## config.mk

```make
export PLATFORM = sky130hd
export DESIGN_NAME = jcp_tap
export DESIGN_NICKNAME = d
export VERILOG_FILES = /design/src/jcp_sync.v /design/src/jcp_tap.v
export VERILOG_INCLUDE_DIRS = /design/src
export SDC_FILE = /design/constraint.sdc
export NUM_CORES = 1
export LEC_CHECK = 0
export CAP_MARGIN = 20
export CORE_MARGIN = 8
export CORE_UTILIZATION = 35
export CTS_CLUSTER_DIAMETER = 50
export DETAILED_ROUTE_END_ITERATION = 10
export DONT_BUFFER_PORTS = 1
export GPL_ROUTABILITY_DRIVEN = 0
export HOLD_SLACK_MARGIN = 0.1
export REMOVE_ABC_BUFFERS = 1
export SETUP_SLACK_MARGIN = 0.3
export SYNTH_ARGS = -nofsm -noshare
export SYNTH_HDL_FRONTEND = slang
export SYNTH_SLANG_ARGS = --single-unit
```

## constraint.sdc

```tcl
create_clock -name aclk -period 5.7 [get_ports aclk]
set_clock_uncertainty 0.05 [all_clocks]
set_input_delay 1.14 -clock aclk [delete_from_list [all_inputs] [get_ports aclk]]
set_output_delay 1.14 -clock aclk [all_outputs]
set_load 0.05 [all_outputs]
```

## src/jcp_map.vh

```
// Purpose: constants for the scan configuration port
// Assumes: included by bare name from the design files
// Notes: offsets are byte addresses on the register bus
`ifndef JCP_MAP_VH
`define JCP_MAP_VH

////////////////////////////////////////////////////////////////
// register offsets
`define JCP_ADDR_W 8
`define JCP_OFF_STATUS 8'h00
`define JCP_OFF_CTRL 8'h04
`define JCP_OFF_CFGLEN 8'h08
`define JCP_OFF_BITCNT 8'h0c
`define JCP_OFF_IDCODE 8'h10

////////////////////////////////////////////////////////////////
// fields and reset values
`define JCP_CTRL_START_BIT 0
`define JCP_CFGLEN_RST 32'h00001000
`define JCP_RESP_OKAY 2'b00
`define JCP_RESP_SLVERR 2'b10

////////////////////////////////////////////////////////////////
// instruction codes
`define JCP_IR_W 4
`define JCP_IR_EXTEST 4'h0
`define JCP_IR_PULSE_CFG 4'h1
`define JCP_IR_CFG_LOAD 4'h2
`define JCP_IR_CFG_STAT 4'h3
`define JCP_IR_SAMPLE 4'h5
`define JCP_IR_IDCODE 4'h6
`define JCP_IR_CONFIG_IO 4'hd
`define JCP_IR_BYPASS 4'hf
`define JCP_IR_CAPTURE 4'h1

////////////////////////////////////////////////////////////////
// timing counts
`define JCP_INIT_TCK 11'd1094
`define JCP_NJ_CYCLES 1000

`endif

```

## src/jcp_sync.v

```verilog
// Purpose: two flip-flop level synchroniser
// Assumes: inputs are asynchronous to aclk
// Notes: only the second stage is ever read
module jcp_sync #(
  parameter W = 1,
  parameter [W-1:0] RST = {W{1'b0}}
) (
  input wire aclk,
  input wire aresetn,
  input wire [W-1:0] d,
  output wire [W-1:0] q
);
  reg [W-1:0] s1_q;
  reg [W-1:0] s2_q;

  always @(posedge aclk) begin
    if (!aresetn) begin
      s1_q <= RST;
      s2_q <= RST;
    end else begin
      s1_q <= d;
      s2_q <= s1_q;
    end
  end

  assign q = s2_q;
endmodule // jcp_sync

```

## src/jcp_tap.v

```verilog
// Purpose: scan test access port that also loads the configuration stream
// Assumes: tck far slower than aclk; every pin passes two flip-flops
// Notes: control and status reachable over an AXI4-Lite slave
// Functional notes
// tms sampled on each rising tck
// state changes on following falling tck
// test reset clears scan logic, no tck
// bypass is one bit, internals untouched
// bypass data reaches tdo one tck later
// host bypasses all other chain devices
// host adds 1094 tck after last bit
// host reads done flag, high means success
// done flag rises after good scan configuration
// scan pins are dedicated, never user io
// bypass, idcode, sample run during serial config
// host interrupts config before other instructions; t_serial sends EXTEST uninterrupted and it runs as bypass
// io-setup interrupts config, frees io buffers
// host reconfigures via trigger or request pin
// chip-wide clear and oe never touch scan
// chain enable held low during scan config
// cascaded chains: ground enable or same order
// reconfig request held high during scan config
// tdi captured on rising tck
// tdo driven only in shift, falling tck
// scan config start ends serial config
// user io high impedance during scan config
// full sixteen-state tap, ir and dr paths
`include "jcp_map.vh"

module jcp_tap #(
  parameter N_IO = 8,
  parameter NJ_CYCLES = `JCP_NJ_CYCLES,
  parameter [31:0] IDCODE = 32'h0000a001 // arbitrary value
) (
  input wire aclk,
  input wire aresetn,
  input wire [`JCP_ADDR_W-1:0] s_axi_awaddr,
  input wire s_axi_awvalid,
  output wire s_axi_awready,
  input wire [31:0] s_axi_wdata,
  input wire [3:0] s_axi_wstrb,
  input wire s_axi_wvalid,
  output wire s_axi_wready,
  output reg [1:0] s_axi_bresp,
  output reg s_axi_bvalid,
  input wire s_axi_bready,
  input wire [`JCP_ADDR_W-1:0] s_axi_araddr,
  input wire s_axi_arvalid,
  output wire s_axi_arready,
  output reg [31:0] s_axi_rdata,
  output reg [1:0] s_axi_rresp,
  output reg s_axi_rvalid,
  input wire s_axi_rready,
  input wire tck,
  input wire tms,
  input wire tdi,
  input wire trst_n,
  output reg tdo,
  output reg tdo_oe,
  input wire reconfig_req_n,
  input wire chipwide_clear_n,
  input wire chipwide_output_en,
  input wire [N_IO-1:0] core_out,
  input wire core_oe,
  input wire [N_IO-1:0] pin_in,
  output reg [N_IO-1:0] pin_out,
  output reg pin_oe,
  output reg config_done_flag,
  output reg cfg_data_bit,
  output reg cfg_data_valid,
  output wire user_io_hiz
);
  localparam [3:0] S_TLR = 4'h0, S_RTI = 4'h1, S_SEL_DR = 4'h2, S_CAP_DR = 4'h3;
  localparam [3:0] S_SH_DR = 4'h4, S_EX1_DR = 4'h5, S_PAU_DR = 4'h6, S_EX2_DR = 4'h7;
  localparam [3:0] S_UPD_DR = 4'h8, S_SEL_IR = 4'h9, S_CAP_IR = 4'ha, S_SH_IR = 4'hb;
  localparam [3:0] S_EX1_IR = 4'hc, S_PAU_IR = 4'hd, S_EX2_IR = 4'he, S_UPD_IR = 4'hf;

  ////////////////////////////////////////////////////////////////
  // pin synchronisers
  wire [N_IO-1:0] pin_in_s;
  wire tck_s, tms_s, tdi_s, trst_n_s, reconfig_req_n_s, clr_n_s, oe_s;

  jcp_sync #(.W(7), .RST(7'b0011110)) u_sync_scan (
    .aclk(aclk),
    .aresetn(aresetn),
    .d({tck, tms, tdi, trst_n, reconfig_req_n, chipwide_clear_n, chipwide_output_en}),
    .q({tck_s, tms_s, tdi_s, trst_n_s, reconfig_req_n_s, clr_n_s, oe_s})
  );

  jcp_sync #(.W(N_IO)) u_sync_io (
    .aclk(aclk),
    .aresetn(aresetn),
    .d(pin_in),
    .q(pin_in_s)
  );

  ////////////////////////////////////////////////////////////////
  // tck edges and tap reset
  reg tck_d_q;
  wire tck_rise = tck_s & ~tck_d_q;
  wire tck_fall = ~tck_s & tck_d_q;
  // trst acts at once on its synchronised level, whatever tck does
  wire tap_rst = ~aresetn | ~trst_n_s;

  always @(posedge aclk) begin
    if (!aresetn)
      tck_d_q <= 1'b0;
    else
      tck_d_q <= tck_s;
  end

  function [3:0] tap_next;
    input [3:0] st;
    input m;
    begin
      case (st)
        S_TLR: tap_next = m ? S_TLR : S_RTI;
        S_RTI: tap_next = m ? S_SEL_DR : S_RTI;
        S_SEL_DR: tap_next = m ? S_SEL_IR : S_CAP_DR;
        S_CAP_DR: tap_next = m ? S_EX1_DR : S_SH_DR;
        S_SH_DR: tap_next = m ? S_EX1_DR : S_SH_DR;
        S_EX1_DR: tap_next = m ? S_UPD_DR : S_PAU_DR;
        S_PAU_DR: tap_next = m ? S_EX2_DR : S_PAU_DR;
        S_EX2_DR: tap_next = m ? S_UPD_DR : S_SH_DR;
        S_UPD_DR: tap_next = m ? S_SEL_DR : S_RTI;
        S_SEL_IR: tap_next = m ? S_TLR : S_CAP_IR;
        S_CAP_IR: tap_next = m ? S_EX1_IR : S_SH_IR;
        S_SH_IR: tap_next = m ? S_EX1_IR : S_SH_IR;
        S_EX1_IR: tap_next = m ? S_UPD_IR : S_PAU_IR;
        S_PAU_IR: tap_next = m ? S_EX2_IR : S_PAU_IR;
        S_EX2_IR: tap_next = m ? S_UPD_IR : S_SH_IR;
        S_UPD_IR: tap_next = m ? S_SEL_DR : S_RTI;
        default: tap_next = S_TLR;
      endcase
    end
  endfunction

  ////////////////////////////////////////////////////////////////
  // tap state, sampled on rise, moved on fall
  reg [3:0] state_q;
  reg tms_smp_q;
  wire [3:0] state_d = tap_next(state_q, tms_smp_q);

  always @(posedge aclk) begin
    if (tap_rst) begin
      state_q <= S_TLR;
      tms_smp_q <= 1'b1;
    end else begin
      if (tck_rise)
        tms_smp_q <= tms_s;
      if (tck_fall)
        state_q <= state_d;
    end
  end

  ////////////////////////////////////////////////////////////////
  // instruction register and gating
  reg [`JCP_IR_W-1:0] ir_sh_q;
  reg [`JCP_IR_W-1:0] ir_q;
  reg nj_busy_q;
  // during serial config only bypass, idcode, sample, config-io and cfg-load run, the rest fall back to bypass
  wire ir_allowed = (ir_q == `JCP_IR_BYPASS) | (ir_q == `JCP_IR_IDCODE) | (ir_q == `JCP_IR_SAMPLE) |
                    (ir_q == `JCP_IR_CONFIG_IO) | (ir_q == `JCP_IR_CFG_LOAD);
  wire [`JCP_IR_W-1:0] ir_eff = (nj_busy_q & ~ir_allowed) ? `JCP_IR_BYPASS : ir_q;
  wire upd_ir = tck_rise & (state_q == S_UPD_IR);

  always @(posedge aclk) begin
    if (tap_rst) begin
      ir_sh_q <= `JCP_IR_CAPTURE;
      ir_q <= `JCP_IR_IDCODE;
    end else if (tck_rise) begin
      case (state_q)
        S_TLR: ir_q <= `JCP_IR_IDCODE;
        S_CAP_IR: ir_sh_q <= `JCP_IR_CAPTURE;
        S_SH_IR: ir_sh_q <= {tdi_s, ir_sh_q[`JCP_IR_W-1:1]};
        S_UPD_IR: ir_q <= ir_sh_q;
        default: ir_q <= ir_q;
      endcase
    end
  end

  ////////////////////////////////////////////////////////////////
  // data registers
  reg bypass_q;
  reg [31:0] id_sh_q;
  reg [N_IO-1:0] bsr_sh_q;
  reg [N_IO-1:0] bsr_upd_q;
  reg stat_sh_q;
  wire dr_rise = tck_rise & (state_q == S_SH_DR);
  wire cap_dr = tck_rise & (state_q == S_CAP_DR);

  always @(posedge aclk) begin
    if (tap_rst) begin
      bypass_q <= 1'b0;
      id_sh_q <= 32'h00000000;
      bsr_sh_q <= {N_IO{1'b0}};
      bsr_upd_q <= {N_IO{1'b0}};
      stat_sh_q <= 1'b0;
    end else begin
      if (cap_dr) begin
        bypass_q <= 1'b0;
        id_sh_q <= IDCODE;
        bsr_sh_q <= pin_in_s;
        stat_sh_q <= config_done_flag;
      end
      if (dr_rise) begin
        case (ir_eff)
          `JCP_IR_IDCODE: id_sh_q <= {tdi_s, id_sh_q[31:1]};
          `JCP_IR_SAMPLE, `JCP_IR_EXTEST, `JCP_IR_CONFIG_IO: bsr_sh_q <= {tdi_s, bsr_sh_q[N_IO-1:1]};
          `JCP_IR_CFG_STAT: stat_sh_q <= tdi_s;
          default: bypass_q <= tdi_s;
        endcase
      end
      if (tck_rise & (state_q == S_UPD_DR) &
          ((ir_eff == `JCP_IR_EXTEST) | (ir_eff == `JCP_IR_CONFIG_IO)))
        bsr_upd_q <= bsr_sh_q;
    end
  end

  ////////////////////////////////////////////////////////////////
  // tdo: driven only in shift states, changed on fall
  reg dr_lsb;

  always @* begin
    case (ir_eff)
      `JCP_IR_IDCODE: dr_lsb = id_sh_q[0];
      `JCP_IR_SAMPLE, `JCP_IR_EXTEST, `JCP_IR_CONFIG_IO: dr_lsb = bsr_sh_q[0];
      `JCP_IR_CFG_STAT: dr_lsb = stat_sh_q;
      default: dr_lsb = bypass_q;
    endcase
  end

  always @(posedge aclk) begin
    if (tap_rst) begin
      tdo <= 1'b0;
      tdo_oe <= 1'b0;
    end else if (tck_fall) begin
      tdo_oe <= (state_d == S_SH_DR) | (state_d == S_SH_IR);
      tdo <= (state_d == S_SH_IR) ? ir_sh_q[0] : dr_lsb;
    end
  end

  ////////////////////////////////////////////////////////////////
  // configuration control
  reg [31:0] cfg_len_q;
  reg [31:0] bitcnt_q;
  reg [10:0] init_cnt_q;
  reg cfg_act_q;
  reg init_q;
  reg cfg_intr_q;
  reg [31:0] nj_cnt_q;
  reg req_n_d_q;
  reg sw_start_q;
  wire cfg_bit = dr_rise & cfg_act_q & ~init_q & (ir_eff == `JCP_IR_CFG_LOAD);
  // serial config starts on the rising edge of the request pin, a software write or the pulse-config instruction
  wire nj_start = (reconfig_req_n_s & ~req_n_d_q) | sw_start_q |
                  (upd_ir & (ir_sh_q == `JCP_IR_PULSE_CFG));

  // the configuration state answers to aresetn only; test reset leaves it alone
  always @(posedge aclk) begin
    if (!aresetn) begin
      bitcnt_q <= 32'h00000000;
      init_cnt_q <= 11'd0;
      cfg_act_q <= 1'b0;
      init_q <= 1'b0;
      cfg_intr_q <= 1'b0;
      nj_busy_q <= 1'b0;
      nj_cnt_q <= 32'h00000000;
      req_n_d_q <= 1'b1;
      config_done_flag <= 1'b0;
      cfg_data_bit <= 1'b0;
      cfg_data_valid <= 1'b0;
    end else begin
      req_n_d_q <= reconfig_req_n_s;
      cfg_data_valid <= cfg_bit;
      if (cfg_bit)
        cfg_data_bit <= tdi_s;
      if (!reconfig_req_n_s) begin
        config_done_flag <= 1'b0;
        nj_busy_q <= 1'b0;
        cfg_act_q <= 1'b0;
        cfg_intr_q <= 1'b0;
      end else if (upd_ir & (ir_sh_q == `JCP_IR_CFG_LOAD)) begin
        nj_busy_q <= 1'b0;
        cfg_act_q <= 1'b1;
        init_q <= 1'b0;
        bitcnt_q <= 32'h00000000;
        config_done_flag <= 1'b0;
        cfg_intr_q <= 1'b0;
      end else if (upd_ir & (ir_sh_q == `JCP_IR_CONFIG_IO)) begin
        nj_busy_q <= 1'b0;
        cfg_act_q <= 1'b0;
        cfg_intr_q <= nj_busy_q | cfg_act_q;
      end else if (nj_start) begin
        nj_busy_q <= 1'b1;
        nj_cnt_q <= 32'h00000000;
        config_done_flag <= 1'b0;
        cfg_intr_q <= 1'b0;
        cfg_act_q <= 1'b0;
      end else begin
        if (nj_busy_q) begin
          nj_cnt_q <= nj_cnt_q + 32'h00000001;
          if (nj_cnt_q == NJ_CYCLES - 1) begin
            nj_busy_q <= 1'b0;
            config_done_flag <= 1'b1;
          end
        end
        if (cfg_bit) begin
          bitcnt_q <= bitcnt_q + 32'h00000001;
          if (bitcnt_q + 32'h00000001 == cfg_len_q) begin
            init_q <= 1'b1;
            init_cnt_q <= 11'd0;
          end
        end
        // device finishes start-up after the extra tck the host supplies
        if (init_q & tck_rise) begin
          init_cnt_q <= init_cnt_q + 11'd1;
          if (init_cnt_q == `JCP_INIT_TCK - 11'd1) begin
            init_q <= 1'b0;
            cfg_act_q <= 1'b0;
            config_done_flag <= 1'b1;
          end
        end
      end
    end
  end

  ////////////////////////////////////////////////////////////////
  // user io; chip-wide pins steer only the core path
  reg [N_IO-1:0] core_hold_q;
  wire bs_drive = (ir_eff == `JCP_IR_EXTEST) | (ir_eff == `JCP_IR_CONFIG_IO);
  assign user_io_hiz = cfg_act_q;

  always @(posedge aclk) begin
    if (!aresetn | !clr_n_s)
      core_hold_q <= {N_IO{1'b0}};
    else
      core_hold_q <= core_out;
  end

  always @(posedge aclk) begin
    if (!aresetn) begin
      pin_out <= {N_IO{1'b0}};
      pin_oe <= 1'b0;
    end else begin
      pin_out <= bs_drive ? bsr_upd_q : core_hold_q;
      pin_oe <= ~cfg_act_q & (bs_drive | (oe_s & core_oe & config_done_flag));
    end
  end

  ////////////////////////////////////////////////////////////////
  // axi4-lite slave: write needs address and data together
  wire wr_go = s_axi_awvalid & s_axi_wvalid & ~s_axi_bvalid;
  assign s_axi_awready = wr_go;
  assign s_axi_wready = wr_go;
  assign s_axi_arready = ~s_axi_rvalid;

  always @(posedge aclk) begin
    if (!aresetn) begin
      s_axi_bvalid <= 1'b0;
      s_axi_bresp <= `JCP_RESP_OKAY;
      cfg_len_q <= `JCP_CFGLEN_RST;
      sw_start_q <= 1'b0;
    end else begin
      sw_start_q <= 1'b0;
      if (s_axi_bvalid & s_axi_bready)
        s_axi_bvalid <= 1'b0;
      if (wr_go) begin
        s_axi_bvalid <= 1'b1;
        s_axi_bresp <= `JCP_RESP_OKAY;
        case (s_axi_awaddr)
          `JCP_OFF_CTRL: sw_start_q <= s_axi_wstrb[0] & s_axi_wdata[`JCP_CTRL_START_BIT];
          `JCP_OFF_CFGLEN: begin
            if (s_axi_wstrb[0]) cfg_len_q[7:0] <= s_axi_wdata[7:0];
            if (s_axi_wstrb[1]) cfg_len_q[15:8] <= s_axi_wdata[15:8];
            if (s_axi_wstrb[2]) cfg_len_q[23:16] <= s_axi_wdata[23:16];
            if (s_axi_wstrb[3]) cfg_len_q[31:24] <= s_axi_wdata[31:24];
          end
          `JCP_OFF_STATUS, `JCP_OFF_BITCNT, `JCP_OFF_IDCODE: s_axi_bresp <= `JCP_RESP_OKAY;
          default: s_axi_bresp <= `JCP_RESP_SLVERR;
        endcase
      end
    end
  end

  always @(posedge aclk) begin
    if (!aresetn) begin
      s_axi_rvalid <= 1'b0;
      s_axi_rdata <= 32'h00000000;
      s_axi_rresp <= `JCP_RESP_OKAY;
    end else if (s_axi_rvalid) begin
      if (s_axi_rready)
        s_axi_rvalid <= 1'b0;
    end else if (s_axi_arvalid) begin
      s_axi_rvalid <= 1'b1;
      s_axi_rresp <= `JCP_RESP_OKAY;
      case (s_axi_araddr)
        `JCP_OFF_STATUS: s_axi_rdata <= {20'h00000, user_io_hiz, cfg_intr_q, nj_busy_q,
                                         config_done_flag, ir_q, state_q};
        `JCP_OFF_CTRL: s_axi_rdata <= 32'h00000000;
        `JCP_OFF_CFGLEN: s_axi_rdata <= cfg_len_q;
        `JCP_OFF_BITCNT: s_axi_rdata <= bitcnt_q;
        `JCP_OFF_IDCODE: s_axi_rdata <= IDCODE;
        default: begin
          s_axi_rdata <= 32'h00000000;
          s_axi_rresp <= `JCP_RESP_SLVERR;
        end
      endcase
    end
  end
endmodule // jcp_tap

```

; Yosys cells after proc, flatten, opt, wreduce, memory -nomap -nowiden
; Cells that the tools add are included.
[totals]
ram_bits = 0
out_inout_bits = 56
romBits = 0
register_bits = 267
memories = 0
latchBits = 0
[classes]
n_shift = 0
bitwise = 49
n_eq_ne = 43
n_mul = 0
n_div = 0
n_addsub = 3
mux = 70
n_lt_le_gt_ge = 0
n_reduce_logical = 39
[op_table]
columns = operator, n
row1 = $mux 32, 9
row2 = $pmux 32 s4, 1
row3 = $add 32x1->32 const B, 2
row4 = $eq 4x4->1 const B, 13
row5 = $pmux 4 s12, 1
row6 = $mux 1, 37
row7 = $eq 4x3->1 const B, 9
row8 = $mux 11, 3
row9 = $eq 32x10->1 const B, 1
row10 = $eq 32x32->1, 1
row11 = $eq 8x4->1 const B, 4
row12 = $mux 8, 4
row13 = $eq 4x2->1 const B, 6
row14 = $and 1x1->1, 23
row15 = $mux 4, 5
row16 = $reduce_and 3->1, 6
row17 = $eq 8x3->1 const B, 2
row18 = $eq 8x5->1 const B, 2
row19 = $logic_not 8->1, 2
row20 = $pmux 4 s2, 2
row21 = $reduce_bool 2->1, 8
row22 = $reduce_or 5->1, 3
row23 = $not 1->1, 14
row24 = $or 1x1->1, 12
row25 = other kinds (17), 34

; Longest topological paths before layout
; Gate-level depths: netlist of the first run.
[logic_depth]
depth_word = 16
depth_mapped = 12
depth_no_buf = 10

; Hierarchy
; Synthesis of the first run repeated with hierarchy kept, for this count alone.
[unflattened]
cells_unflattened = 1490
area_unflattened_um2 = 12602.1
[modules_own_cells]
columns = module, n_inst, cells_each, area_per_inst_um2, seq_area_each_um2
row1 = jcp_tap, 1, 1428, 11777.5, 4704.5
row2 = jcp_sync (u_sync_io), 1, 33, 446.7, 320.3
row3 = jcp_sync (u_sync_scan), 1, 29, 377.9, 280.3

; Least setup slack after synthesis of the first run
; OpenSTA, ideal clock, no wires.
[synth_path]
path_kind = in2reg
start = input s_axi_araddr[7]
end = register s_axi_rdata[23]
required_ns = 5.591
setup_time_ns = 0.059
path_buffers = 2
t_arrival_ns = 3.391
setup_slack_ns = 2.199
stages = 8
cell_sequence = or4_1 -> or3_1 -> clkbuf_1 -> nor3b_1 -> clkbuf_1 -> a22oi_1 -> o21ai_0 -> and2_1
[synth_between]
elab_chain_cells = 2
[synth_rtl]
columns = item, line
row1 = from (decl), jcp_tap.v:47  ; input wire [`JCP_ADDR_W-1:0] s_axi_araddr,
row2 = "$eq 8x5->1, or another cell as far along", jcp_tap.v:397  ; case (s_axi_araddr)
row3 = $pmux 32 s4 *, jcp_tap.v:397
row4 = to (signal assigned), jcp_tap.v:398  ; `JCP_OFF_STATUS: s_axi_rdata <= {20'h00000, user_io_hiz, cfg_intr_q, nj_busy_q,
row5 = to (signal assigned), jcp_tap.v:401  ; `JCP_OFF_CFGLEN: s_axi_rdata <= cfg_len_q;
row6 = to (signal assigned), jcp_tap.v:402  ; `JCP_OFF_BITCNT: s_axi_rdata <= bitcnt_q;
row7 = to (decl), jcp_tap.v:50  ; output reg [31:0] s_axi_rdata,
; Mark *: on every way between the ends. The rest lies on a longest branch, timed or not.
; A chain may end at the register's enable or synchronous reset.

; Final worst setup path of the first run
[layout_path]
start = register state_q[0]
end = register bitcnt_q[13]
[layout_between]
elab_chain_cells = 7
[layout_rtl]
columns = item, line
row1 = from (decl), jcp_tap.v:140  ; reg [3:0] state_q;
row2 = from (signal assigned), jcp_tap.v:152  ; state_q <= state_d;
row3 = $eq 4x3->1, jcp_tap.v:189  ; wire dr_rise = tck_rise & (state_q == S_SH_DR);
row4 = $and 1x1->1, jcp_tap.v:189
row5 = $and 1x1->1 (3 in series), jcp_tap.v:254  ; wire cfg_bit = dr_rise & cfg_act_q & ~init_q & (ir_eff == `JCP_IR_CFG_LOAD);
row6 = $reduce_bool 2->1 (no line), -
row7 = $reduce_and 4->1 (no line), -
row8 = to (signal assigned), jcp_tap.v:309  ; bitcnt_q <= bitcnt_q + 32'h00000001;
row9 = to (decl), jcp_tap.v:246  ; reg [31:0] bitcnt_q;
; Parallel ways exist; a longest one is shown, timed or not.

==> impl_metrics.env, run 1 <==
export IMPL_setup_violations=0
export IMPL_clk_path_buf_depth=3
export IMPL_total_leakage_power_nw=4.66
export IMPL_switchingPower_mw=0.945
export IMPL_fp_dieArea_um2=42900
export IMPL_postSynthAreaPerCell_um2=8.12
export IMPL_die_height_um=207
export IMPL_synth_edff_count=0
export IMPL_floorplan_rows=70
export IMPL_antenna_violations_before_repair=0
export IMPL_io_buffers=0
export IMPL_vias_per_cell=5.46
export IMPL_comb_power_share_pct=2.0
export IMPL_cp_top_family="simple AND/OR/NAND/NOR gates"
export IMPL_layout_drive_gt1_share_pct=6.18
export IMPL_multiInputGateArea_um2=6960
export IMPL_startpoint_type="flip-flop"
export IMPL_tritoncts_num_buffers=35
export IMPL_timing_slew_headroom_pct=29.9
export IMPL_worstSetupPathType="reg2reg"
export IMPL_syn_inst=1576
export IMPL_worst_path_max_fanout=32
export IMPL_final_critical_path_share_of_the_clock_period_pct=69.4
export IMPL_worst_endpoint_required_ps=6120
export IMPL_flop_and_latch_count_out_of_synthesis=265
export IMPL_cts_sinks=265
export IMPL_asyncSetResetFlopFracSynth_pct=0
export IMPL_detail_route_wl_per_cell_um=17.7
export IMPL_antennaDiodeCount=0
export IMPL_final_nets=1600
export IMPL_first_pass_grt_wire_length_mm=57.2
export IMPL_post_route_min_period_ps=3950
export IMPL_clock_group_share_of_total_power_pct=52.2
export IMPL_yosys_synthesis_warning_count=0
export IMPL_fmaxAchievable_mhz=253
export IMPL_arrival_ps=4370
export IMPL_worst_path_buf_inv=2
export IMPL_post_layout_nonfiller_instances=2005
export IMPL_floorplan_die_width_um=207
export IMPL_io_pins=139
export IMPL_dpl_hpwl_mm=24.7
export IMPL_floorplan_initialDensity_pct=35.2
export IMPL_via_count=10944
export IMPL_cts_resized=0
export IMPL_grt_pass1_vias=10549
export IMPL_drt_drc_violations_left=0
export IMPL_drt_iter0_drc=894
export IMPL_class_of_the_most_critical_hold_timing_path="reg2reg"
export IMPL_timing_critical_path_slowest_stage_cell="dfxtp_1"
export IMPL_pwr_density_cell_nw_per_um2=290
export IMPL_holdBufCountCts=0
export IMPL_sequential_cell_area_um2=5310
export IMPL_relative_area_change_from_synthesis_to_final_layout_pct=11.5
export IMPL_max_cap_violations=0
export IMPL_synth_seq_area_share_pct=41.5
export IMPL_synth_top_cells_by_area="dfxtp_1 41%, nand2_1 6.0%, o21ai_0 3.7%"
export IMPL_finalHoldViolations=0
export IMPL_cts_post_setup_buffers_inserted=0
export IMPL_seqPwrFrac_pct=45.9
export IMPL_globalRouteOverflowTotal=0
export IMPL_max_slew_worst_pin_slew_ps=1050
export IMPL_clk_pin_slew_ps=50
export IMPL_syn_area_um2=12800
export IMPL_worst_setup_path_end_kind="flip-flop"
export IMPL_synth_top_cell_by_area="dfxtp_1"
export IMPL_fill_cells=3645
export IMPL_tns_ps=0
export IMPL_post_synth_top_area_fraction_pct=41.5
export IMPL_p_sw_share_pct=22.8
export IMPL_pin_count_of_the_biggest_net_entering_global_routing=169
export IMPL_placeable_area_um2=36300
export IMPL_synth_top_flop_cell="dfxtp_1"
export IMPL_worst_stage_delay_on_the_critical_path_ps=770
export IMPL_place_inst=1943
export IMPL_design_power_total_mw=4.14
export IMPL_most_frequent_cells_in_the_layout="265 x dfxtp_1, 203 x nand2_1, 110 x nor2_1, 94 x o21ai_0, 82 x nand3_1"
export IMPL_insertion_delay_ps=530
export IMPL_irDropWorstVdd_uv=211
export IMPL_drt_pass1_iter_count=5
export IMPL_internal_power_mw=3.20
export IMPL_final_antenna_net_count=0
export IMPL_htree_levels=2
export IMPL_outcome="complete, no violations"
export IMPL_root_buffer="clkbuf_16"
export IMPL_route_final_wire_length_mm=35.5
export IMPL_gr_usage_all_layers_pct=15.9
export IMPL_rsz0062_at_grt="no"
export IMPL_final_common_cell="dfxtp_1"
export IMPL_netlist_cell_type_count=74
export IMPL_cts_tree="built"
export IMPL_timing_max_transition_violations_final=0
export IMPL_crit_chain="and4_1 -> and3_1 -> buf_4 -> o21ai_0 -> o21bai_2 -> buf_4 -> nor2_1 -> nand4_1 -> o21ai_0 -> and2_1"
==> cell type report <==
type | instances | area share, %
clock buffer | 45 | 6.96
clock inverter | 16 | 1.21
inverter | 19 | 0.500
multi-input combinational | 1176 | 48.8
sequential | 265 | 37.2
tap | 468 | 4.11
timing repair buffer | 16 | 1.21
==> state kept, by name (all words and copies together), names as in the netlist, 11 cells and up <==
| name | cells |
|---|---|
| nj_cnt_q | 32 |
| s_axi_rdata | 32 |
| id_sh_q | 32 |
| init_cnt_q | 11 |
| cfg_len_q | 32 |
| bitcnt_q | 32 |
==> worst reg2reg max path: stages (launching register included) <==
cell and delay [ps]:
dfxtp_1 770, and4_1 450, and3_1 190, buf_4 310
o21ai_0 360, o21bai_2 300, buf_4 260, nor2_1 720
nand4_1 190, o21ai_0 170, and2_1 130
==> layer usage <==
metal | global-route usage [%] | part of all wire, % | vias to the layer above
li1 | - | - | 5415
met1 | 20.0 | 44 | 5108
met2 | 25.5 | 45 | 353
met3 | 5.22 | 8.8 | 68
met4 | 5.15 | 2.7 | 0
met5 | 0 | 0 | -
==> path summary, 6_finish.rpt <==
kind / startpoint / end / slack, ps / cells past startpoint
hold reg to reg: u_sync_scan.s1_q[4] / u_sync_scan.q[4] / 360 / 1
setup / recovery: state_q[0] / bitcnt_q[13] / 1750 / 10
setup reg to reg: state_q[0] / bitcnt_q[13] / 1750 / 10
hold / removal: u_sync_scan.s1_q[4] / u_sync_scan.q[4] / 360 / 1
==> stage by stage <==
stage	util [%]	instance area, µm²	hold WS (ps)	setup WS, ps
final	39.2	14300	359	1750
after global placement	35.8	13000	342	1830
after global routing	39.2	14300	375	1460
after detailed placement	36.0	13100	346	1820
after CTS	39.2	14200	365	1800
after floorplan	-	12300	336	1970
==> cells by family after synthesis <==
group                      share of synthesized area [%]
AOI/OAI and AO/OA                                   17.2
xor gates and xnor gates                            4.31
adders and majority gates                          0.391
buffers and inverters                               4.29
DFF                                                 41.5
muxes                                               3.37
other                                             0.0293
and+or+nand+nor                                     29.0
==> Yosys cell counts, types with 11 or more instances <==
cell type / count
dfxtp_1: 265
or4_1: 13
xor2_1: 23
a21o_1: 11
or3_1: 20
and2_1: 69
mux2i_1: 42
nor3_1: 41
nand3_1: 82
nand2b_1: 20
clkbuf_1: 95
nor4_1: 16
nor2b_1: 46
a21boi_0: 45
and3_1: 27
inv_1: 19
nand2_1: 204
o21ai_0: 95
nand4_1: 31
a22oi_1: 32
nor2_1: 110
a21oi_1: 78
a211oi_1: 17
xnor2_1: 40
==> power groups by stage <==
stage          logic [mW]  clock network, mW  registers [mW]
2_1_floorplan      0.0604                  0            1.93
3_3_place_gp       0.0792                  0            1.94
3_5_place_dp       0.0816                  0            1.94
4_1_cts            0.0818               2.21            1.90
5_1_grt            0.0892               2.29            1.90
6_report           0.0816               2.16            1.90
(Power assumes the default switching activity.)
==> run 2, diff against run 1 <==
--- a/config.mk
+++ b/config.mk
@@ -6,6 +6,7 @@
 export SDC_FILE = /design/constraint.sdc
 export NUM_CORES = 1
 export LEC_CHECK = 0
+export ABC_AREA = 1
 export CAP_MARGIN = 20
 export CORE_MARGIN = 8
 export CORE_UTILIZATION = 35
==> constraint.sdc (replaced) <==
create_clock -name aclk -period 3.2 [get_ports aclk]
set_clock_uncertainty 0.05 [all_clocks]
set_input_delay 0.64 -clock aclk [delete_from_list [all_inputs] [get_ports aclk]]
set_output_delay 0.64 -clock aclk [all_outputs]
set_load 0.05 [all_outputs]
==> run 2 against run 1 <==
Via count rose by 15%; critical path depth rose by 7; die area rose by 0.95%; routed wire length rose by 13%; setup slack got worse by 1200 ps.
==> impl_metrics.env, run 2 <==
export IMPL_outcome="complete, no violations"
export IMPL_vias_per_cell=5.22
export IMPL_die_height_um=208
export IMPL_whs_ps=156
export IMPL_worst_endpoint_required_ps=3610
export IMPL_gr_usage_all_layers_pct=17.9
export IMPL_tritoncts_num_buffers=35
export IMPL_comb_power_share_pct=2.8
export IMPL_clk_pin_slew_ps=60
export IMPL_htree_levels=2
export IMPL_irDropWorstVdd_uv=340
export IMPL_drt_drc_violations_left=0
export IMPL_synth_top_cells_by_area="dfxtp_1 41%, nand2_1 13%, nor2_1 7.0%"
export IMPL_io_buffers=0
export IMPL_max_cap_violations=0
export IMPL_final_antenna_net_count=0
export IMPL_r2r_setup_slack_ps=530
export IMPL_p_sw_share_pct=23.6
export IMPL_root_buffer="clkbuf_16"
export IMPL_crit_chain="nand2_1 -> nor2_1 -> nand2_1 -> nor2_8 -> nand2_2 -> nand2_1 -> nand2_1 -> nand2_1 -> nand2_1 -> nor2_1 -> nand2_1 -> nor2_2 -> nand3_2 -> buf_4 -> nand2_1 -> nand3_1 -> a21oi_1"
export IMPL_post_synth_top_area_fraction_pct=41.0
export IMPL_synth_edff_count=0
export IMPL_route_final_wire_length_mm=40.0
export IMPL_insertion_delay_ps=530
export IMPL_synth_top_flop_cell="dfxtp_1"
export IMPL_synth_top_cells_by_count="460 x nand2_1, 265 x dfxtp_1, 241 x nor2_1, 212 x inv_1, 160 x a21oi_1"
export IMPL_post_route_min_period_ps=2670
export IMPL_post_synth_top_count_cell="nand2_1"
export IMPL_syn_area_um2=12900
export IMPL_syn_inst=1908
export IMPL_detail_route_wl_per_cell_um=16.6
export IMPL_grt_busiest_layer="met2"
export IMPL_final_nets=2000
export IMPL_layout_drive_gt1_share_pct=8.72
export IMPL_gr_usage_met1_pct=21.7
export IMPL_arrival_ps=3080
export IMPL_pin_count_of_the_biggest_net_entering_global_routing=79
export IMPL_internal_power_mw=5.73
export IMPL_yosys_synthesis_warning_count=0
export IMPL_first_pass_grt_wire_length_mm=63.8
export IMPL_clock_group_share_of_total_power_pct=52.0
export IMPL_timing_critical_path_slowest_stage_cell="dfxtp_1"
export IMPL_use_met2_pct=31.0
export IMPL_fmaxAchievable_mhz=374
export IMPL_clk_path_buf_depth=3
export IMPL_cts_sinks=265
export IMPL_rsz0062_at_grt="no"
export IMPL_placeable_area_um2=36500
export IMPL_drt_iter0_drc=963
export IMPL_reg2regPathDepth=17
export IMPL_floorplan_rows=70
export IMPL_floorplan_die_width_um=208
export IMPL_startpoint_type="flip-flop"
export IMPL_worst_path_max_fanout=10
export IMPL_cp_top_family="simple AND/OR/NAND/NOR gates"
export IMPL_final_common_cell="nand2_1"
export IMPL_setup_violations=0
export IMPL_finalHoldViolations=0
export IMPL_critical_path_top_cell_by_count="nand2_1"
export IMPL_total_leakage_power_nw=5.74
export IMPL_antennaDiodeCount=0
export IMPL_timing_critical_path_to="init_q"
export IMPL_fp_dieArea_um2=43300
export IMPL_antenna_violations_before_repair=5
export IMPL_seqPwrFrac_pct=45.2
export IMPL_relative_area_change_from_synthesis_to_final_layout_pct=13.8
export IMPL_max_slew_worst_pin_slew_ps=698
export IMPL_dpl_hpwl_mm=29.1
export IMPL_worst_stage_delay_on_the_critical_path_ps=440
export IMPL_drt_pass1_iter_count=5
export IMPL_final_critical_path_share_of_the_clock_period_pct=83.5
export IMPL_timing_max_transition_violations_final=0
export IMPL_pwr_density_cell_nw_per_um2=510
export IMPL_worst_setup_path_end_kind="flip-flop"
export IMPL_globalRouteOverflowTotal=0
export IMPL_worst_path_buf_inv=1
export IMPL_synth_top_cell_by_area="dfxtp_1"
export IMPL_synth_seq_area_share_pct=41.0
export IMPL_design_power_total_mw=7.49
export IMPL_regToRegStartpoint="bitcnt_q[14]"
export IMPL_worstSetupPathType="reg2reg"
export IMPL_flop_and_latch_count_out_of_synthesis=265
export IMPL_most_frequent_cells_in_the_layout="460 x nand2_1, 263 x dfxtp_1, 238 x nor2_1, 211 x inv_1, 160 x a21oi_1"
export IMPL_postSynthAreaPerCell_um2=6.78
export IMPL_grt_pass1_vias=12017
export IMPL_timing_slew_headroom_pct=53.5
export IMPL_via_count=12557
export IMPL_asyncSetResetFlopFracSynth_pct=0
export IMPL_worst_path_stages=17
export IMPL_netlist_cell_type_count=49
export IMPL_floorplan_initialDensity_pct=35.4
export IMPL_class_of_the_most_critical_hold_timing_path="in2reg"
export IMPL_cts_tree="built"
export IMPL_r2r_end="init_q"
export IMPL_io_pins=139
export IMPL_switchingPower_mw=1.77
export IMPL_worst_setup_path_startpoint="bitcnt_q[14]"
export IMPL_globalRouteMet3Util_pct=4.12
==> run 2: cell types whose count changed in the layout (fill, tap and decap cells not counted), moves of 45 or more <==
cell | previous run | this run
nand2_1 | 203 | 460
a21boi_0 | 45 | 0
and2_1 | 69 | 2
nor2_1 | 110 | 238
a21oi_1 | 78 | 160
nor2b_1 | 46 | 0
inv_1 | 19 | 211
==> run 2: cells by family (layout without fill, tap and decap cells) <==
family,after synthesis,in the layout,synth area share (%)
other,1,2,0.0290
flip-flops,265,265,41.0
AND/OR/NAND/NOR,972,973,33.0
XOR/XNOR,16,16,1.08
AO/OA/AOI/OAI,357,357,15.6
adder cells (fa/ha/maj),4,4,0.387
buffers and inverters,293,322,8.78
==> run 2: layout make-up <==
| type | instances | area, µm² |
|---|---|---|
| Sequential cell | 265 | 5310 |
| Fill cell | 3819 | 21800 |
| Clock buffer | 47 | 1010 |
| Clock inverter | 16 | 161 |
| Inverter | 228 | 858 |
| Multi-Input combinational cell | 1352 | 6540 |
| Timing Repair Buffer | 31 | 245 |
| Tap cell | 468 | 586 |
==> run 2: power by group through the flow <==
stage | clock network, mW | registers (mW) | logic [mW]
finish | 3.90 | 3.39 | 0.209
global route | 4.13 | 3.39 | 0.233
CTS | 3.99 | 3.39 | 0.209
detailed placement | 0 | 3.46 | 0.207
global placement | 0 | 3.46 | 0.206
floorplan | 0 | 3.45 | 0.136
==> run 2: layer usage <==
metal  part of all wire (%)  up-vias
met2                     48      400
met5                   0.14        -
met4                    2.8        8
li1                       -     6306
met1                     42     5759
met3                    7.1       84
==> run 2: how the worst min path moves through the flow <==
stage / start / end / depth (start not counted)
2_1_floorplan: u_sync_io.s1_q[0] / u_sync_io.q[0] / 2
3_3_place_gp: u_sync_scan.s1_q[0] / u_sync_scan.q[0] / 2
3_5_place_dp: u_sync_scan.s1_q[4] / u_sync_scan.q[4] / 1
4_1_cts: chipwide_output_en / u_sync_scan.s1_q[0] / 2
5_1_grt: tdi / u_sync_scan.s1_q[4] / 1
6_report: tms / u_sync_scan.s1_q[5] / 2
==> run 2: timing repair <==
action                                  CTS  global route
cloned                                    0             1
gates resized for setup                   2            11
hold buffers                              0             0
pin swaps                                 0             5
endpoints found under the setup margin   11            40
setup buffers                             0             8
==> run 2: per-stage QoR <==
stage                     utilization, %  cells  instance area [µm²]  setup WS [ps]  setup TNS (ps)
final                               40.3   2407                14700            527               0
after global routing                40.3   2407                14700            307               0
after CTS                           40.0   2398                14600            397               0
after detailed placement            36.8   2335                13400            177               0
after global placement              36.8   2335                13400            220               0
after floorplan                        -   1844                12700           -360          -10800
==> run 3, diff against run 2 <==
==> constraint.sdc (replaced) <==
create_clock -name aclk -period 2.72 [get_ports aclk]
set_clock_uncertainty 0.05 [all_clocks]
set_input_delay 0.544 -clock aclk [delete_from_list [all_inputs] [get_ports aclk]]
set_output_delay 0.544 -clock aclk [all_outputs]
set_load 0.05 [all_outputs]
==> run 3 against run 2 <==
Sequential share of layout area decreased by 2.5 points; cell count increased by 3.0%; core utilization increased by 3.2 points; critical path type unchanged; largest cell class unchanged.
==> impl_metrics.env, run 3 (synthesis results as in run 2) <==
export IMPL_outcome="complete, no violations"
export IMPL_clock_group_share_of_total_power_pct=54.0
export IMPL_clk_path_buf_depth=3
export IMPL_pin_count_of_the_biggest_net_entering_global_routing=54
export IMPL_final_common_cell="nand2_1"
export IMPL_p_sw_share_pct=23.2
export IMPL_root_buffer="clkbuf_16"
export IMPL_detail_route_wl_per_cell_um=17.2
export IMPL_tritoncts_num_buffers=35
export IMPL_irDropWorstVdd_uv=361
export IMPL_drt_iter0_drc=1132
export IMPL_post_route_min_period_ps=2440
export IMPL_tns_ps=0
export IMPL_floorplan_rows=70
export IMPL_worst_path_max_fanout=5
export IMPL_class_of_the_most_critical_hold_timing_path="in2reg"
export IMPL_antenna_violations_before_repair=3
export IMPL_die_height_um=208
export IMPL_setup_violations=0
export IMPL_final_critical_path_share_of_the_clock_period_pct=89.6
export IMPL_worstSetupPathType="reg2reg"
export IMPL_clk_pin_slew_ps=60
export IMPL_comb_power_share_pct=3.5
export IMPL_cts_tree="built"
export IMPL_startpoint_type="flip-flop"
export IMPL_worst_hold_path_num_cells=2
export IMPL_io_buffers=0
export IMPL_grt_pass1_vias=12457
export IMPL_io_pins=139
export IMPL_max_slew_worst_pin_slew_ps=694
export IMPL_design_power_total_mw=9.33
export IMPL_final_nets=2071
export IMPL_final_antenna_net_count=0
export IMPL_floorplan_die_width_um=208
export IMPL_worst_endpoint_required_ps=3120
export IMPL_gr_usage_all_layers_pct=18.6
export IMPL_via_count=13154
export IMPL_seqPwrFrac_pct=42.6
export IMPL_finalHoldViolations=0
export IMPL_first_pass_grt_wire_length_mm=66.1
export IMPL_switchingPower_mw=2.16
export IMPL_globalRouteOverflowTotal=0
export IMPL_relative_area_change_from_synthesis_to_final_layout_pct=22.9
export IMPL_total_leakage_power_nw=6.23
export IMPL_max_cap_violations=0
export IMPL_placeable_area_um2=36500
export IMPL_fmaxAchievable_mhz=410
export IMPL_fp_dieArea_um2=43300
export IMPL_route_final_wire_length_mm=42.6
export IMPL_pwr_density_cell_nw_per_um2=587
export IMPL_whs_ps=120
export IMPL_timing_slew_headroom_pct=53.7
export IMPL_arrival_ps=2840
export IMPL_drt_drc_violations_left=0
export IMPL_most_frequent_cells_in_the_layout="436 x nand2_1, 241 x dfxtp_1, 216 x nor2_1, 210 x inv_1, 156 x a21oi_1"
export IMPL_drt_pass1_iter_count=5
export IMPL_cts_sinks=265
export IMPL_layout_drive_gt1_share_pct=14.6
export IMPL_worst_setup_path_end_kind="flip-flop"
export IMPL_htree_levels=2
export IMPL_insertion_delay_ps=540
export IMPL_floorplan_initialDensity_pct=35.4
export IMPL_reg2regPathDepth=16
export IMPL_vias_per_cell=5.30
export IMPL_rsz0062_at_grt="yes"
export IMPL_internal_power_mw=7.17
export IMPL_dpl_hpwl_mm=29.5
export IMPL_timing_max_transition_violations_final=0
[run 3: cell type report]
| cell class | instances | area (µm²) |
|---|---|---|
| Timing Repair Buffer | 100 | 918 |
| Tap cell | 468 | 586 |
| Clock inverter | 17 | 277 |
| Clock buffer | 46 | 1010 |
| Sequential cell | 265 | 5340 |
| Inverter | 228 | 865 |
| Fill cell | 3712 | 20600 |
| Antenna cell | 2 | 5.00 |
| Multi-Input combinational cell | 1354 | 6890 |
[run 3: power groups by stage]
stage                     clock (mW)  combinational [mW]  sequential, mW
final                           5.04               0.324            3.97
after global routing            5.31               0.355            3.97
after CTS                       5.14               0.319            3.97
after detailed placement           0               0.261            4.06
after global placement             0               0.258            4.06
after floorplan                    0               0.160            4.06
[run 3: critical path: stages, from the launching register on]
cell and delay (ps):
dfxtp_2 370, nand2_1 130, nor2_1 190, nand2_1 120
nor2_1 190, nand2_1 150, nand2_2 110, nand2_1 70
nand2_1 100, nand2_1 70, nor2_1 100, nand2_1 70
nor2_2 150, nand3_4 140, nand2_4 130, nand3_2 80
a21oi_2 130
[run 3: worst paths after layout]
path | from | end | slack, ps
setup / recovery | bitcnt_q[22] | init_cnt_q[2] | 280
hold / removal | aresetn | cfg_len_q[21] | 120
setup reg to reg | bitcnt_q[22] | init_cnt_q[2] | 280
hold reg to reg | u_sync_scan.s1_q[4] | u_sync_scan.q[4] | 360
[run 3: layer usage]
layer,global-route usage [%],up-vias,share of wire (%)
met4,6.63,4,3.3
li1,-,6450,-
met3,4.12,103,7.1
met1,22.5,6163,42
met5,0,-,0.059
met2,32.2,434,48
[run 3: metrics by stage]
step / worst slack (ps) / cell area, µm² / util, % / cells
floorplan: -744 / 12700 / - / 1844
global placement: 130 / 13600 / 37.2 / 2354
detailed placement: 127 / 13600 / 37.2 / 2354
CTS: 303 / 15400 / 42.2 / 2460
global route: 123 / 15900 / 43.5 / 2479
finish: 282 / 15900 / 43.5 / 2480
[run 3: what timing repair did]
item | CTS | global route
endpoints found under the hold margin | 44 | 0
hold buffers | 38 | 0
setup endpoints to repair | 16 | 71
pin swaps | 11 | 36
gates resized for setup | 24 | 108
gates cloned | 3 | 1
setup buffers | 2 | 17
